--- src/design/psf_pkg.sv ---
// Package with register map, reset values and pin function codes
package psf_pkg;
	localparam int ADDR_W = 8;
	localparam int DATA_W = 32;
	localparam int NUM_PINS = 32;
	localparam int LCD_LINES = 24;
	localparam int NUM_SEL = 7;

	// Byte addresses of the registers
	localparam logic [7:0] OFS_PORT_A_SELECT_LOW = 8'h00;
	localparam logic [7:0] OFS_PORT_A_SELECT_HIGH = 8'h04;
	localparam logic [7:0] OFS_PORT_B_SELECT_LOW = 8'h08;
	localparam logic [7:0] OFS_PORT_B_SELECT_HIGH = 8'h0c;
	localparam logic [7:0] OFS_PORT_C_SELECT_LOW = 8'h10;
	localparam logic [7:0] OFS_PORT_C_SELECT_HIGH = 8'h14;
	localparam logic [7:0] OFS_PORT_D_SELECT = 8'h18;
	localparam logic [7:0] OFS_INPUT_SOURCE_SELECT = 8'h1c;
	localparam logic [7:0] OFS_PORT_DATA_A = 8'h20;
	localparam logic [7:0] OFS_PORT_DATA_D = 8'h2c;
	localparam logic [7:0] OFS_PORT_DIR_A = 8'h30;
	localparam logic [7:0] OFS_PORT_DIR_D = 8'h3c;
	localparam logic [7:0] OFS_WAKE_ENABLE = 8'h40;

	// Field positions
	localparam int PORT_D_SEL_W = 4;
	localparam int IFS_RX_BIT = 0;
	localparam int IFS_IRQ_BIT = 1;
	localparam int IFS_W = 2;

	// Values after reset
	localparam logic [7:0] RST_SELECT = 8'h00;
	localparam logic [1:0] RST_IFS = 2'h0;
	localparam logic [7:0] RST_PORT_DATA = 8'hff;
	localparam logic [7:0] RST_PORT_DIR = 8'hff;
	localparam logic [7:0] RST_WAKE_ENABLE = 8'h00;

	// Select codes
	localparam logic [1:0] CODE_GPIO = 2'h0;
	localparam logic [1:0] CODE_ALT1 = 2'h1;
	localparam logic [1:0] CODE_ALT2 = 2'h2;
	localparam logic [1:0] CODE_ALT3 = 2'h3;

	// Bus responses
	localparam logic [1:0] RESP_OKAY = 2'h0;
	localparam logic [1:0] RESP_DECERR = 2'h3;

	// Pin indices used by the input steering
	localparam int PIN_PA6 = 6;
	localparam int PIN_PA7 = 7;
	localparam int PIN_PB3 = 11;
	localparam int PIN_PC4 = 20;
	localparam int PIN_PC6 = 22;

	typedef enum logic [3:0] {
		FN_GPIO,
		FN_LCD,
		FN_ANALOG,
		FN_SER_TX,
		FN_SER_RX,
		FN_REMOTE,
		FN_TMR,
		FN_TMR_N,
		FN_A2_ALT
	} psf_fn_t;
endpackage

--- src/design/psf_pin_mux.sv ---
// Pin-shared function selection with GPIO ports behind an AXI4-Lite slave
// Contract
// PA3 field 7:6 low select: 01 segment 14, 10 reference input, else GPIO.
// PA2 field 5:4 gives GPIO for codes 00, 10 and 11.
// PA1 field 3:2: 01 segment 15, 10 analog channel 0, else GPIO.
// PA0 field 1:0: 01 slow crystal terminal, other codes GPIO.
// PA7 field 7:6 high select: 01 segment 10, else GPIO with timer clock.
// PA6 01 segment 11, 10 serial receive; PA5 01 segment 12, 10 transmit.
// PA4 field 1:0: 01 segment 13, 10 remote output, else GPIO.
// PB3 field 7:6: 01 segment 19, else GPIO with interrupt input usable.
// PB2..PB0: 01 segments 18..16, 10 analog channels 3..1, else GPIO.
// PB7..PB4: 01 common lines 3..0, otherwise GPIO.
// PC3..PC0: 01 segments 3..0, otherwise GPIO.
// PC7 01 segment 7; PC6 01 segment 6, else GPIO with interrupt input.
// PC5 01 segment 5, 10 transmit; PC4 01 segment 4, 10 receive.
// Port D select keeps bits 3:0, upper bits read zero; PD1 01 segment 8.
// PD0 field: 00 GPIO, 01 segment 9, 10 timer, 11 inverted timer.
// Inverted timer pin always drives inverse of the timer output.
// Source select bit 1 takes interrupt input from PB3 (0) or PC6 (1).
// Source select bit 0 takes receive from PA6 or PC4; bits 7:2 read zero.
// Reset sets all port data and direction registers high.
// In sleep, falling edge on wake-enabled port A pin wakes the device; the code wakes only on pins that are GPIO inputs.
// Direction 1 is input read from pin; 0 drives output, reads the latch.
// Software sets direction to input for shared digital input functions.
// PA2 code 01 drives timer function; GPIO codes keep alternates off.
//
// Local design decisions: the AXI4-Lite register port and the register offsets.
`timescale 1ns/10ps
module psf_pin_mux
(
	input wire logic CLK_SYS,
	input wire logic RST_N,
	input wire logic [psf_pkg::ADDR_W-1:0] S_AXI_AWADDR,
	input wire logic S_AXI_AWVALID,
	output logic S_AXI_AWREADY,
	input wire logic [psf_pkg::DATA_W-1:0] S_AXI_WDATA,
	input wire logic [3:0] S_AXI_WSTRB,
	input wire logic S_AXI_WVALID,
	output logic S_AXI_WREADY,
	output logic [1:0] S_AXI_BRESP,
	output logic S_AXI_BVALID,
	input wire logic S_AXI_BREADY,
	input wire logic [psf_pkg::ADDR_W-1:0] S_AXI_ARADDR,
	input wire logic S_AXI_ARVALID,
	output logic S_AXI_ARREADY,
	output logic [psf_pkg::DATA_W-1:0] S_AXI_RDATA,
	output logic [1:0] S_AXI_RRESP,
	output logic S_AXI_RVALID,
	input wire logic S_AXI_RREADY,
	input wire logic [psf_pkg::NUM_PINS-1:0] PIN_IN,
	output logic [psf_pkg::NUM_PINS-1:0] PIN_OUT,
	output logic [psf_pkg::NUM_PINS-1:0] PIN_OE,
	output logic [psf_pkg::NUM_PINS-1:0] PIN_ANA_EN,
	input wire logic [psf_pkg::LCD_LINES-1:0] LCD_DRIVE,
	input wire logic SERIAL_TX_OUT,
	input wire logic REMOTE_OUT,
	input wire logic TIMER_OUT,
	output logic SERIAL_RX_IN,
	output logic EXT_IRQ_IN,
	output logic TIMER_CLK_IN,
	output logic [3:0] ADC_CH_EN,
	output logic VREF_EN,
	output logic XTAL2_EN,
	input wire logic SLEEP_MODE,
	output logic WAKE
);
	import psf_pkg::*;

	logic [7:0] sel [NUM_SEL];
	logic [IFS_W-1:0] input_source_select;
	logic [7:0] port_data [4];
	logic [7:0] port_dir [4];
	logic [7:0] wake_en;
	logic [NUM_PINS-1:0] sync1;
	logic [NUM_PINS-1:0] pin_lvl;
	logic [7:0] pa_prev;
	logic [ADDR_W-1:0] aw_addr;
	logic [DATA_W-1:0] w_data;
	logic [3:0] w_strb;
	logic aw_full;
	logic w_full;
	logic wr_fire;
	psf_fn_t fn [NUM_PINS];
	logic [2:0] drv [NUM_PINS];
	logic [NUM_PINS-1:0] next_pin_out;
	logic [NUM_PINS-1:0] next_pin_oe;
	logic [NUM_PINS-1:0] next_pin_ana;
	logic [NUM_PINS-1:0] dir_flat;
	logic [NUM_PINS-1:0] data_flat;
	logic [7:0] next_fall;

	// Two-bit select code of a pin; unimplemented port D fields give 00
	// The register byte is an argument so the assign follows its changes
	function automatic logic [1:0] sel_code(input int pin,
		input logic [7:0] s);
		if (pin >= 26)
			sel_code = CODE_GPIO;
		else
			sel_code = s[(pin % 4) * 2 +: 2];
	endfunction

	// Function chosen for a pin by its select code
	function automatic psf_fn_t pin_fn(input int pin, input logic [1:0] code);
		pin_fn = FN_GPIO;
		case (pin)
			// crystal on PA0
			0: if (code == CODE_ALT1) pin_fn = FN_ANALOG;
			// PA1 segment or analog channel 0
			1: if (code == CODE_ALT1) pin_fn = FN_LCD;
				else if (code == CODE_ALT2) pin_fn = FN_ANALOG;
			// PA2 alternate only on 01
			2: if (code == CODE_ALT1) pin_fn = FN_A2_ALT;
			// PA3 segment or reference input
			3: if (code == CODE_ALT1) pin_fn = FN_LCD;
				else if (code == CODE_ALT2) pin_fn = FN_ANALOG;
			// PA4 segment or remote output
			4: if (code == CODE_ALT1) pin_fn = FN_LCD;
				else if (code == CODE_ALT2) pin_fn = FN_REMOTE;
			// PA5 transmit, PA6 receive
			5, 21: if (code == CODE_ALT1) pin_fn = FN_LCD;
				else if (code == CODE_ALT2) pin_fn = FN_SER_TX;
			6, 20: if (code == CODE_ALT1) pin_fn = FN_LCD;
				else if (code == CODE_ALT2) pin_fn = FN_SER_RX;
			// PB0..PB2 segments or analog channels
			8, 9, 10: if (code == CODE_ALT1) pin_fn = FN_LCD;
				else if (code == CODE_ALT2) pin_fn = FN_ANALOG;
			// PD0 segment, timer or inverted timer
			24: if (code == CODE_ALT1) pin_fn = FN_LCD;
				else if (code == CODE_ALT2) pin_fn = FN_TMR;
				else if (code == CODE_ALT3) pin_fn = FN_TMR_N;
			26, 27, 28, 29, 30, 31: pin_fn = FN_GPIO;
			// segment or common on 01 only
			default: if (code == CODE_ALT1) pin_fn = FN_LCD;
		endcase
	endfunction

	// LCD line feeding a pin: segments 0..19, common lines at 20..23
	function automatic logic [4:0] lcd_line(input int pin);
		case (pin)
			3: lcd_line = 5'h0e;
			1: lcd_line = 5'h0f;
			4: lcd_line = 5'h0d;
			5: lcd_line = 5'h0c;
			6: lcd_line = 5'h0b;
			7: lcd_line = 5'h0a;
			24: lcd_line = 5'h09;
			25: lcd_line = 5'h08;
			default:
				if (pin >= 16 && pin < 24)
					lcd_line = 5'(pin - 16);
				else if (pin >= 8 && pin < 16)
					lcd_line = 5'(pin + 8);
				else
					lcd_line = 5'h00;
		endcase
	endfunction

	// Drive of a pin as {analog switch, output enable, output level}
	function automatic logic [2:0] pin_drive(input psf_fn_t f,
		input logic lcd, input logic dir, input logic dat, input logic tx,
		input logic remote_control_output, input logic tmr);
		unique case (f)
			// GPIO output when direction is 0
			FN_GPIO: pin_drive = {1'b0, ~dir, dat};
			FN_LCD: pin_drive = {1'b0, 1'b1, lcd};
			FN_ANALOG: pin_drive = 3'h4;
			FN_SER_TX: pin_drive = {2'b01, tx};
			FN_SER_RX: pin_drive = 3'h0;
			FN_REMOTE: pin_drive = {2'b01, remote_control_output};
			FN_TMR: pin_drive = {2'b01, tmr};
			// inverse of the timer output
			FN_TMR_N: pin_drive = {2'b01, ~tmr};
			// PA2 code 01 carries the timer output
			FN_A2_ALT: pin_drive = {2'b01, tmr};
			default: pin_drive = 3'h0;
		endcase
	endfunction

	// Register read value; unmapped addresses read zero
	function automatic logic [DATA_W-1:0] read_reg(input logic [ADDR_W-1:0] a);
		int p;
		read_reg = '0;
		p = int'(a[3:2]);
		if (a <= OFS_PORT_D_SELECT)
			read_reg[7:0] = sel[a[4:2]];
		if (a == OFS_PORT_D_SELECT)
			// upper bits read as zero
			read_reg[7:0] = {4'h0, sel[NUM_SEL-1][PORT_D_SEL_W-1:0]};
		if (a == OFS_INPUT_SOURCE_SELECT)
			// bits 7:2 read as zero
			read_reg[7:0] = {6'h00, input_source_select};
		if (a >= OFS_PORT_DATA_A && a <= OFS_PORT_DATA_D)
			// inputs read the pin, outputs read the latch
			read_reg[7:0] = (port_dir[p] & pin_lvl[p*8 +: 8])
				| (~port_dir[p] & port_data[p]);
		if (a >= OFS_PORT_DIR_A && a <= OFS_PORT_DIR_D)
			read_reg[7:0] = port_dir[p];
		if (a == OFS_WAKE_ENABLE)
			read_reg[7:0] = wake_en;
	endfunction

	function automatic logic addr_ok(input logic [ADDR_W-1:0] a);
		addr_ok = (a[1:0] == 2'b00) && (a <= OFS_WAKE_ENABLE);
	endfunction

	genvar g;
	generate
		for (g = 0; g < NUM_PINS; g++)
		begin : gen_pin
			assign fn[g] = pin_fn(g, sel_code(g,
				sel[(g >= 24) ? NUM_SEL - 1 : (g / 8) * 2 + (g % 8) / 4]));
			assign dir_flat[g] = port_dir[g / 8][g % 8];
			assign data_flat[g] = port_data[g / 8][g % 8];
			assign drv[g] = pin_drive(fn[g], LCD_DRIVE[lcd_line(g)],
				dir_flat[g], data_flat[g], SERIAL_TX_OUT, REMOTE_OUT,
				TIMER_OUT);
			assign next_pin_ana[g] = drv[g][2];
			assign next_pin_oe[g] = drv[g][1];
			assign next_pin_out[g] = drv[g][0];
		end
		for (g = 0; g < 8; g++)
		begin : gen_wake
			// falling edge on an enabled GPIO input of port A
			assign next_fall[g] = pa_prev[g] & ~pin_lvl[g] & wake_en[g]
				& (fn[g] == FN_GPIO) & port_dir[0][g];
		end
	endgenerate

	assign wr_fire = aw_full & w_full & ~S_AXI_BVALID;

	// Pin levels come from outside the clock domain
	always_ff @(posedge CLK_SYS or negedge RST_N)
	begin
		if (!RST_N)
		begin
			sync1 <= '1;
			pin_lvl <= '1;
			pa_prev <= 8'hff;
		end
		else
		begin
			sync1 <= PIN_IN;
			pin_lvl <= sync1;
			pa_prev <= pin_lvl[7:0];
		end
	end

	// Write channel: address and data taken in either order
	always_ff @(posedge CLK_SYS or negedge RST_N)
	begin
		if (!RST_N)
		begin
			S_AXI_AWREADY <= 1'b1;
			S_AXI_WREADY <= 1'b1;
			aw_full <= 1'b0;
			w_full <= 1'b0;
			aw_addr <= '0;
			w_data <= '0;
			w_strb <= 4'h0;
			S_AXI_BVALID <= 1'b0;
			S_AXI_BRESP <= RESP_OKAY;
		end
		else
		begin
			if (S_AXI_AWVALID && S_AXI_AWREADY)
			begin
				aw_addr <= S_AXI_AWADDR;
				aw_full <= 1'b1;
				S_AXI_AWREADY <= 1'b0;
			end
			if (S_AXI_WVALID && S_AXI_WREADY)
			begin
				w_data <= S_AXI_WDATA;
				w_strb <= S_AXI_WSTRB;
				w_full <= 1'b1;
				S_AXI_WREADY <= 1'b0;
			end
			if (wr_fire)
			begin
				S_AXI_BVALID <= 1'b1;
				S_AXI_BRESP <= addr_ok(aw_addr) ? RESP_OKAY : RESP_DECERR;
			end
			if (S_AXI_BVALID && S_AXI_BREADY)
			begin
				S_AXI_BVALID <= 1'b0;
				aw_full <= 1'b0;
				w_full <= 1'b0;
				S_AXI_AWREADY <= 1'b1;
				S_AXI_WREADY <= 1'b1;
			end
		end
	end

	// Read channel: one read at a time, data one cycle after the address
	always_ff @(posedge CLK_SYS or negedge RST_N)
	begin
		if (!RST_N)
		begin
			S_AXI_ARREADY <= 1'b1;
			S_AXI_RVALID <= 1'b0;
			S_AXI_RDATA <= '0;
			S_AXI_RRESP <= RESP_OKAY;
		end
		else if (S_AXI_ARVALID && S_AXI_ARREADY)
		begin
			S_AXI_ARREADY <= 1'b0;
			S_AXI_RVALID <= 1'b1;
			S_AXI_RDATA <= addr_ok(S_AXI_ARADDR) ? read_reg(S_AXI_ARADDR) : '0;
			S_AXI_RRESP <= addr_ok(S_AXI_ARADDR) ? RESP_OKAY : RESP_DECERR;
		end
		else if (S_AXI_RVALID && S_AXI_RREADY)
		begin
			S_AXI_RVALID <= 1'b0;
			S_AXI_ARREADY <= 1'b1;
		end
	end

	// Select registers; only byte lane 0 carries register bits
	always_ff @(posedge CLK_SYS or negedge RST_N)
	begin
		if (!RST_N)
		begin
			for (int i = 0; i < NUM_SEL; i++)
				sel[i] <= RST_SELECT;
			input_source_select <= RST_IFS;
		end
		else if (wr_fire && w_strb[0])
		begin
			if (aw_addr < OFS_PORT_D_SELECT && aw_addr[1:0] == 2'b00)
				sel[aw_addr[4:2]] <= w_data[7:0];
			if (aw_addr == OFS_PORT_D_SELECT)
				// only four bits exist
				sel[NUM_SEL-1] <= {4'h0, w_data[PORT_D_SEL_W-1:0]};
			if (aw_addr == OFS_INPUT_SOURCE_SELECT)
				input_source_select <= w_data[IFS_W-1:0];
		end
	end

	// Port data, direction and wake enable registers
	always_ff @(posedge CLK_SYS or negedge RST_N)
	begin
		if (!RST_N)
		begin
			// data and direction start high, pins are inputs
			for (int i = 0; i < 4; i++)
			begin
				port_data[i] <= RST_PORT_DATA;
				port_dir[i] <= RST_PORT_DIR;
			end
			wake_en <= RST_WAKE_ENABLE;
		end
		else if (wr_fire && w_strb[0] && aw_addr[1:0] == 2'b00)
		begin
			if (aw_addr >= OFS_PORT_DATA_A && aw_addr <= OFS_PORT_DATA_D)
				port_data[aw_addr[3:2]] <= w_data[7:0];
			if (aw_addr >= OFS_PORT_DIR_A && aw_addr <= OFS_PORT_DIR_D)
				port_dir[aw_addr[3:2]] <= w_data[7:0];
			if (aw_addr == OFS_WAKE_ENABLE)
				wake_en <= w_data[7:0];
		end
	end

	// Pin drive and analog switches, registered
	always_ff @(posedge CLK_SYS or negedge RST_N)
	begin
		if (!RST_N)
		begin
			PIN_OUT <= '1;
			PIN_OE <= '0;
			PIN_ANA_EN <= '0;
			ADC_CH_EN <= 4'h0;
			VREF_EN <= 1'b0;
			XTAL2_EN <= 1'b0;
		end
		else
		begin
			PIN_OUT <= next_pin_out;
			PIN_OE <= next_pin_oe;
			PIN_ANA_EN <= next_pin_ana;
			// analog channels 0..3 on PA1, PB0, PB1, PB2
			ADC_CH_EN <= {fn[10] == FN_ANALOG, fn[9] == FN_ANALOG,
				fn[8] == FN_ANALOG, fn[1] == FN_ANALOG};
			// reference input on PA3
			VREF_EN <= fn[3] == FN_ANALOG;
			// crystal terminal on PA0
			XTAL2_EN <= fn[0] == FN_ANALOG;
		end
	end

	// Inputs handed to peripherals; an unrouted receive idles high
	always_ff @(posedge CLK_SYS or negedge RST_N)
	begin
		if (!RST_N)
		begin
			SERIAL_RX_IN <= 1'b1;
			EXT_IRQ_IN <= 1'b0;
			TIMER_CLK_IN <= 1'b0;
			WAKE <= 1'b0;
		end
		else
		begin
			// receive source pin choice
			if (input_source_select[IFS_RX_BIT])
				SERIAL_RX_IN <= (fn[PIN_PC4] == FN_SER_RX) ? pin_lvl[PIN_PC4]
					: 1'b1;
			else
				SERIAL_RX_IN <= (fn[PIN_PA6] == FN_SER_RX) ? pin_lvl[PIN_PA6]
					: 1'b1;
			// interrupt source pin choice, only while the pin is GPIO
			if (input_source_select[IFS_IRQ_BIT])
				EXT_IRQ_IN <= (fn[PIN_PC6] == FN_GPIO) & pin_lvl[PIN_PC6];
			else
				EXT_IRQ_IN <= (fn[PIN_PB3] == FN_GPIO) & pin_lvl[PIN_PB3];
			// timer clock available while PA7 stays GPIO
			TIMER_CLK_IN <= (fn[PIN_PA7] == FN_GPIO) & pin_lvl[PIN_PA7];
			// wake only while asleep
			WAKE <= SLEEP_MODE & (|next_fall);
		end
	end
endmodule

--- config.mk ---
export PLATFORM = sky130hd
export DESIGN_NAME = psf_pin_mux
export DESIGN_NICKNAME = d
export VERILOG_FILES = /design/src/design/psf_pkg.sv /design/src/design/psf_pin_mux.sv
export SDC_FILE = /design/constraint.sdc
export NUM_CORES = 1
export LEC_CHECK = 0
export BUFFER_PORTS_ARGS = -buffer_cell sky130_fd_sc_hd__buf_4
export CORE_MARGIN = 2
export CORE_UTILIZATION = 47
export CTS_BUF_LIST = sky130_fd_sc_hd__clkbuf_4 sky130_fd_sc_hd__clkbuf_8 sky130_fd_sc_hd__clkbuf_16
export DETAILED_ROUTE_END_ITERATION = 7
export PLACE_DENSITY_LB_ADDON = 0.15
export SLEW_MARGIN = 20
export SYNTH_ARGS = -nofsm -noshare
export SYNTH_HDL_FRONTEND = slang
export SYNTH_SLANG_ARGS = --single-unit
--- constraint.sdc ---
create_clock -name CLK_SYS -period 2.65 [get_ports CLK_SYS]
set_input_delay 0.53 -clock CLK_SYS [delete_from_list [all_inputs] [get_ports CLK_SYS]]
set_output_delay 0.53 -clock CLK_SYS [all_outputs]
set_load 0.005 [all_outputs]
==> results of run 1 <==
## cell usage in the layout (no fill, tap or decap), types with 9 or more instances in the layout
cell type / instances
a21oi_1: 25
a22oi_1: 12
buf_4: 215
clkbuf_16: 39
conb_1: 48
dfrtp_1: 136
dfstp_2: 172
ha_1: 35
inv_1: 37
mux2_2: 164
mux2i_1: 9
mux4_1: 10
mux4_2: 20
nand2_1: 32
nand2b_1: 20
nor2_1: 33
nor2b_1: 32
o21ai_0: 21
## worst register-to-register path, delay by kind of cell (launching register included)
kind / cells / cell delay, ps
and+or+nand+nor: 4 / 1350
muxes: 1 / 400
DFF: 1 / 370
## area by class of cell
class | count | area, um2 | share of cell area
timing repair buffer | 221 | 1730 | 0.106
tap | 378 | 473 | 0.0289
clock buffer | 53 | 1120 | 0.0684
inverter | 37 | 139 | 0.00849
sequential | 308 | 7920 | 0.484
multi-input combinational | 552 | 4860 | 0.297
clock inverter | 9 | 120 | 0.00734
## worst min-delay path by stage
stage	to	start	depth (start not counted)	slack (ps)
global route	sel[8]	RST_N	1	40
CTS	sel[8]	RST_N	1	6
global placement	pin_lvl[7]	sync1[7]	0	350
floorplan	ADC_CH_EN[0]	RST_N	0	230
detailed placement	pin_lvl[27]	sync1[27]	0	350
finish	sel[8]	RST_N	1	2
## kinds of logic after synthesis
logic type | synth area share
AOI/OAI and AO/OA | 0.0518
xor gates and xnor gates | 0.000658
adders and majority gates | 0.0329
buffers and inverters | 0.0536
DFF | 0.595
muxes | 0.199
other | 0.000281
and+or+nand+nor | 0.0672
## state kept, by name (all words and copies together) (netlist names), 8 cells and up
signal / count
pin_lvl: 32
sel: 52
PIN_OE: 32
S_AXI_RDATA: 8
data_flat: 32
dir_flat: 32
sync1: 32
PIN_OUT: 32
pa_prev: 8
w_data: 8
wake_en: 8
aw_addr: 8
## stage by stage
stage / std cells / area (um2) / hold slack [ps] / util / worst slack, ps
final: 1558 / 16400 / 1.56 / 0.587 / 415
after global routing: 1558 / 16400 / 38.8 / 0.587 / 267
after CTS: 1558 / 16400 / 6.28 / 0.587 / 412
after detailed placement: 1496 / 15100 / 347 / 0.543 / 196
after global placement: 1496 / 15100 / 346 / 0.543 / 243
after floorplan: 980 / 13500 / 234 / - / 609
## layer usage
layer  track usage  up-vias  part of all wire  routed length, um
met2         0.349      283              0.47              15100
met4        0.0676        0             0.025                808
met3        0.0449       55             0.064               2080
li1              -     3654                 -                  -
met1         0.321     4150              0.45              14400
met5             0        -                 0                  0
## power breakdown
group	total, uW	switching [uW]	leakage (uW)	internal [uW]
logic	1680	712	0.00326	964
registers	6150	719	0.00347	5430
clock network	5070	1860	0.000626	3200
total	12900	3290	0.00736	9600
==> results, run 1 <==
- The highest net fanout along the worst path is 4.
- From left edge to right edge, the die measures 172 um.
- In the finished design, the share of the clock period the worst path needs comes to 0.843.
- The launching element of the worst setup path is aw_addr[7].
- The peak supply drop is 0.504 mV.
- The number of antenna cells inserted is 0.
- Setup repair after global routing left no endpoint under its margin.
- The worst path needs 2230 ps of the cycle, external delays included.
- The number of nets still failing antenna checks after routing is 0.
- The number of buffers created by CTS is 34.
- The path class of the tightest hold or removal check is in2async.
- For this run the aggregate overflow at the end of global routing stands at 0.
- The tree built by TritonCTS fans out to 308 sinks.
- The number of top-level design ports is 266.
- The family with the most delay on the worst path is simple AND/OR/NAND/NOR gates.
- The number of antenna violations at the first check in global routing is 0.
- The most critical setup path has its endpoint at sel[0].
- The worst reg2reg path depth is 5.
- Based on the critical path, the design can be clocked at up to 448 MHz.
- Dividing the detail-routed wire length by the instance count gives 20.8 um.
- For the pin with the worst max-slew slack, the measured transition is 792 ps.
- The largest buffer count on any clock path is 3.
- In the post-synthesis netlist, the cell with the most instances is dfstp_2.
- The post-synthesis cell area is 0.0133 mm2.
- The worst pin sits at a relative slew slack of 0.468.
- After clock tree synthesis, the repair step resized 0 gates.
- Summed over all cells, the static leakage comes to 0.00736 uW.
- The flow ran to the end, and the final reports show no timing, DRC or antenna violations.
- The overall die area is 0.0297 mm2.
- The critical path start-end classification is reg2reg.
- Power spread over the standard cell area amounts to 788 mW/mm2.
- The overall global routing resource usage is 0.225.
- The number of global-route vias before repair came to 8288.
- The completed layout was analyzed and its total power is 12900 uW.
- The number of rows created at floorplan is 61.
- In this run the number of cells on the critical path is 5.
- The worst register-to-register path begins at aw_addr[7].
- Dividing the detail-routed via count by the number of cells gives 5.23.
- The core area is 0.0279 mm2.
- Counting flops and latches in the post-synthesis netlist gives 308.
- The routed layout has 8142 vias.
- Of the synthesized area, sequential elements account for 0.595.
- Data on the critical path is required at its endpoint by 3050 ps.
- CTS built an H-tree with a depth of 2.
- The setup clock skew after layout is 12.1 ps.
- The endpoint identified for the worst register-to-register timing path is sel[0].
- The share of synthesized area in the top cell type comes to 0.339.
- The signal on the critical path passes through nor3_1 > and4bb_2 > and2_1 > nor2b_1 > mux2_2.
- In the final layout, the share of cells above drive strength 1 is 0.552.
- Data on the critical path arrives at its endpoint at 2630 ps.
- Post-CTS timing repair inserted 0 buffers for setup.
- After detailed routing, the number of remaining DRC violations is 0.
- The number of distinct standard cells referenced by the synthesized netlist is 65.
- During synthesis, Yosys emitted a total of 0 warnings.
- The number of buffers inserted for hold repair after clock tree synthesis is 0.
- The mean instance size in the synthesized netlist is 14.3 um2.
- The startpoint kind of the worst setup timing path is a flop.
- For flop-to-flop paths, the worst setup slack is 420 ps.
- The detailed-placement wirelength estimate is 23.0 mm.
- In the post-synthesis netlist, the biggest area contributors are dfstp_2 34%, dfrtp_1 26%, mux2_2 14%.
- The final number of setup-violating endpoints is 0.
- Summed over all instances, the cell type with the most area after synthesis is dfstp_2.
- The number of pins exceeding their max-slew limit in the final report is 0.
- Routability-driven placement finished with a final weighted congestion of 0.851.
- For this run, the detailed router's first-pass iteration total came to 5.
- In the synthesized netlist the async set-or-reset flop fraction comes to 1.00.
- After routing, the total negative slack on setup checks comes to 0 ps.
- The tool flagged a number of max-cap violations equal to 0.
- The most instantiated flip-flop cell in the synthesis netlist is dfstp_2.
- The detailed router finished its first iteration with 428 violations.
- The floorplan step set the die height to 172 um.
- Entering global routing, the biggest net connects 70 pins.
- The count of port buffers added during placement is 190.
- Relative to the synthesized area, the layout overhead comes to 22.8%.
- The number of nets in the final layout is 1308.
- The number of filler cells placed in the layout is 2287.
- Synthesis produced a netlist whose cell count is 933.
- The largest single stage delay on the critical path is 510 ps.
- The initial standard-cell utilization of the core is 0.478.
- By count the netlist is led by 172 x dfstp_2, 164 x mux2_2, 136 x dfrtp_1, 57 x buf_4, 37 x inv_1.
- The final hold violation count is 0.
- In this run, synthesis inferred 0 flip-flops with an integrated enable.
- The cell at the root of the clock tree is clkbuf_16.
- The worst setup path is captured at a flop.
- TritonCTS built the clock tree.
- The clock latency at the later pin of the worst-skew pair is 520 ps.
- For this design, the slowest cell found on the critical path is nor2b_1.
- The worst path buffer plus inverter count is 0.
- The first global-routing pass estimated 49.2 mm of wire.
- Clock-pin slew was measured on the worst setup and hold paths at 60 ps.
- The final wirelength is 32.5 mm.
(Power assumes the default switching activity.)
==> inputs of run 2 (changes only) <==
--- a/config.mk
+++ b/config.mk
@@ -5,6 +5,7 @@
 export SDC_FILE = /design/constraint.sdc
 export NUM_CORES = 1
 export LEC_CHECK = 0
+export ABC_AREA = 1
 export BUFFER_PORTS_ARGS = -buffer_cell sky130_fd_sc_hd__buf_4
 export CORE_MARGIN = 2
 export CORE_UTILIZATION = 47
==> constraint.sdc (replaced) <==
create_clock -name CLK_SYS -period 2.1 [get_ports CLK_SYS]
set_input_delay 0.42 -clock CLK_SYS [delete_from_list [all_inputs] [get_ports CLK_SYS]]
set_output_delay 0.42 -clock CLK_SYS [all_outputs]
set_load 0.005 [all_outputs]
==> run 2 against run 1 <==
  * Critical path depth rose by 4
  * Non-clock buffer count increased by 20
  * Clock power is 21% higher
==> results, run 2 <==
- Run status: finished, final reports clean (unchanged).
- The leading cell type in the layout, fill and taps excluded is nand2_1 (was buf_4).
- The number of warning messages in the yosys log is 0 (unchanged).
- The static power due to leakage is 0.00764 uW (was 0.00736 uW).
- The number of distinct standard cells referenced by the synthesized netlist is 34 (was 65).
- The actual slew at the worst max-slew pin was 744 ps (was 792 ps).
- The first-pass detailed-route iteration total was 5 (unchanged).
- The final hold violation count is 0 (unchanged).
- The capturing element type of the critical path is a flop (unchanged).
- The number of nets still failing antenna checks after routing is 0 (unchanged).
- The detailed-placement wirelength estimate was 26.6 mm (was 23.0 mm).
- Most frequent cells in the layout: 453 x nand2_1, 233 x buf_4, 172 x dfstp_2, 170 x o21ai_0, 151 x inv_1 (was 215 x buf_4, 172 x dfstp_2, 164 x mux2_2, 136 x dfrtp_1, 48 x conb_1).
- The TritonCTS sink count came to 308 (unchanged).
- The setup clock skew after layout was 12.6 ps (was 12.1 ps).
- The number of flip-flops under the largest register name is 52 (unchanged).
- The count of port buffers added during placement was 190 (unchanged).
- The largest net degree at the start of global routing is 73 (was 70).
- The number of nets in the final layout is 1846 (was 1308).
- The number of buffers created by CTS came to 35 (was 34).
- The number of pins exceeding their max-slew limit in the final report is 0 (unchanged).
- The number of antenna violations at the first check in global routing is 0 (unchanged).
- The final number of setup-violating endpoints is 0 (unchanged).
- The data arrival time of the worst path is 2160 ps (was 2630 ps).
- The clock latency at the later pin of the worst-skew pair is 500 ps (was 520 ps).
- The number of vias per cell after detailed routing was 4.94 (was 5.23).
- The mean instance size in the synthesized netlist was 9.13 um2 (was 14.3 um2).
- The peak supply drop is 0.823 mV (was 0.504 mV).
- The number of global-route vias before repair is 10500 (was 8288).
- The most repeated cell in the gate-level netlist after synthesis was nand2_1 (was dfstp_2).
- The final total negative setup slack is 0 ps (unchanged).
- The gate count of the mapped netlist is 1471 (was 933).
- The highest net fanout along the worst path is 16 (was 4).
- The final wirelength is 36.0 mm (was 32.5 mm).
- The combinational group share of total power is 0.181 (was 0.130).
- The fraction of registers with async set/reset is 1.00 (unchanged).
- The initial standard-cell utilization of the core is 0.481 (was 0.478).
- The flip-flop and latch count after synthesis is 308 (unchanged).
- The overall die area came to 0.0299 mm2 (was 0.0297 mm2).
- The max-cap violation count is 0 (unchanged).
- The cell at the root of the clock tree is clkbuf_16 (unchanged).
- The count of flip-flops with a built-in enable after synthesis is 0 (unchanged).
- The net switching power figure came to 4760 uW (was 3290 uW).
- The placer's final routability congestion estimate is 0.909 (was 0.851).
- The headroom to the max-slew limit is 0.504 (was 0.468).
- The leading area contributor after synthesis is dfstp_2 (unchanged).
- The internal power came to 11800 uW (was 9600 uW).
- The clock transition at the registers of the reported paths is 60 ps (about the same).
- The register-to-register setup slack is 290 ps (was 420 ps).
- The per-cell routed wire length was 17.2 um (was 20.8 um).
- The clock period minus final worst setup slack is 1810 ps (was 2230 ps).
- The final period utilization is 0.861 (was 0.843).
- The total vias in the final route came to 10400 (was 8142).
- The power density relative to cell area is 1000 mW/mm2 (was 788 mW/mm2).
- The most instantiated flip-flop cell in the synthesis netlist is dfstp_2 (unchanged).
- The core area is 0.0279 mm2 (about the same).
- The tightest hold margin was 20.0 ps (was 1.56 ps).
- The global-route wire length before repair is 57.2 mm (was 49.2 mm).
- The overall global routing resource usage came to 0.244 (was 0.225).
- The number of antenna cells inserted was 0 (unchanged).
- The clock share of power is 0.370 (was 0.393).
- The fmax is 553 MHz (was 448 MHz).
- The die boundary width is 173 um (was 172 um).
- The remaining design rule violation count is 0 (unchanged).
- The register bank with the most flops is sel (unchanged).
- The startpoint kind of the worst setup timing path is a flop (unchanged).
- The global route total overflow is 0 (unchanged).
- The critical path start-end classification was reg2reg (unchanged).
- The path class of the lowest-slack min-delay path was in2reg (was in2async).
- The sequential share of power is 0.448 (was 0.477).
- The sequential area share after synthesis came to 0.590 (was 0.595).
- The utilization of the core after routing is 0.593 (was 0.587).
- The layout-stage area growth over the synthesis result is 23.3% (was 22.8%).
- Cell types with the largest area share after synthesis: dfstp_2 34%, dfrtp_1 25%, nand2_1 13% (was dfstp_2 34%, dfrtp_1 26%, mux2_2 14%).
- The worst endpoint required time is 2450 ps (was 3050 ps).
- Leading post-synthesis cells by instance count: 453 x nand2_1, 172 x dfstp_2, 170 x o21ai_0, 151 x inv_1, 136 x dfrtp_1 (was 172 x dfstp_2, 164 x mux2_2, 136 x dfrtp_1, 57 x buf_4, 37 x inv_1).
- The area share of the largest cell type after synthesis is 0.336 (was 0.339).
- The number of top-level design ports was 266 (unchanged).
- The number of violations reported at the end of detailed-routing iteration 0 is 774 (was 428).
- The die outline height was 173 um (was 172 um).
- The post-synthesis cell area is 0.0134 mm2 (was 0.0133 mm2).
- The switching part of the total power is 0.287 (was 0.255).
- The share of layout cells above drive strength 1 was 0.289 (was 0.552).
- The number of post-CTS setup repair buffers is 0 (unchanged).
- The largest buffer count on any clock path came to 3 (unchanged).
- The number of rows created at floorplan is 61 (unchanged).
- Unrepaired setup endpoints after global routing: false (unchanged).
- The total number of H-tree levels was 2 (unchanged).
- The TritonCTS clock tree is yes (unchanged).
-- run 2: worst paths after layout --
kind | from | endpoint | depth (start not counted)
min reg2reg | sync1[31] | pin_lvl[31] | 0
max reg2reg | S_AXI_BVALID | sel[36] | 9
min | PIN_IN[4] | sync1[4] | 1
max in group asynchronous | RST_N | pin_lvl[1] | 3
max | S_AXI_BVALID | sel[36] | 9
min in group asynchronous | RST_N | PIN_OE[26] | 2
-- run 2: power by group through the flow --
stage	clock [uW]	combinational, uW	sequential, uW
finish	6140	3000	7430
global route	6530	3370	7530
CTS	6280	3030	7420
detailed placement	0	3010	7500
global placement	0	2940	7490
floorplan	0	1650	7390
-- run 2: final cells by class --
| type | count | area, um2 |
|---|---|---|
| Clock buffer | 49 | 1090 |
| Timing Repair Buffer | 241 | 1890 |
| Inverter | 153 | 574 |
| Tap cell | 378 | 473 |
| Sequential cell | 308 | 7920 |
| Fill cell | 2494 | 11400 |
| Multi-Input combinational cell | 953 | 4500 |
| Clock inverter | 14 | 111 |
-- run 2: metal layers --
metal | track usage | vias to the layer above | wire length [um]
met5 | 0 | - | 0
met4 | 0.0770 | 0 | 962
met3 | 0.0336 | 61 | 2030
met2 | 0.405 | 332 | 17300
met1 | 0.335 | 4963 | 15700
li1 | - | 5007 | -
-- run 2: logic make-up (layout without fill, tap and decap cells) --
kind of cell,after synthesis,after routing,synth area share
muxes,10,10,0.00838
other,1,48,0.000279
and+or+nand+nor,627,627,0.188
buffers and inverters,257,457,0.0885
DFF,308,308,0.590
AOI/OAI and AO/OA,233,233,0.0930
adders and majority gates,35,35,0.0326
-- run 2: metrics by stage --
stage	area (um2)	setup WS (ps)	power (uW)	std cells
final	16600	293	16600	2096
after CTS	16600	307	16700	2096
after global routing	16600	151	17400	2096
after global placement	15400	182	10400	2032
after floorplan	13600	436	9040	1518
after detailed placement	15400	156	10500	2032
-- run 2: repair_timing --
item | CTS | global route
hold buffers | 1 | 0
resized for setup | 0 | 0
hold endpoints to repair | 16 | 0
-- run 2: critical path, cell delays in order, from the launching register on --
cell and delay, ps:
dfrtp_1 400, inv_1 70, nand3_1 120, inv_1 100
nand2_1 140, nor3_4 310, nand4_1 130, buf_4 230
nand2_1 80, o21ai_0 70
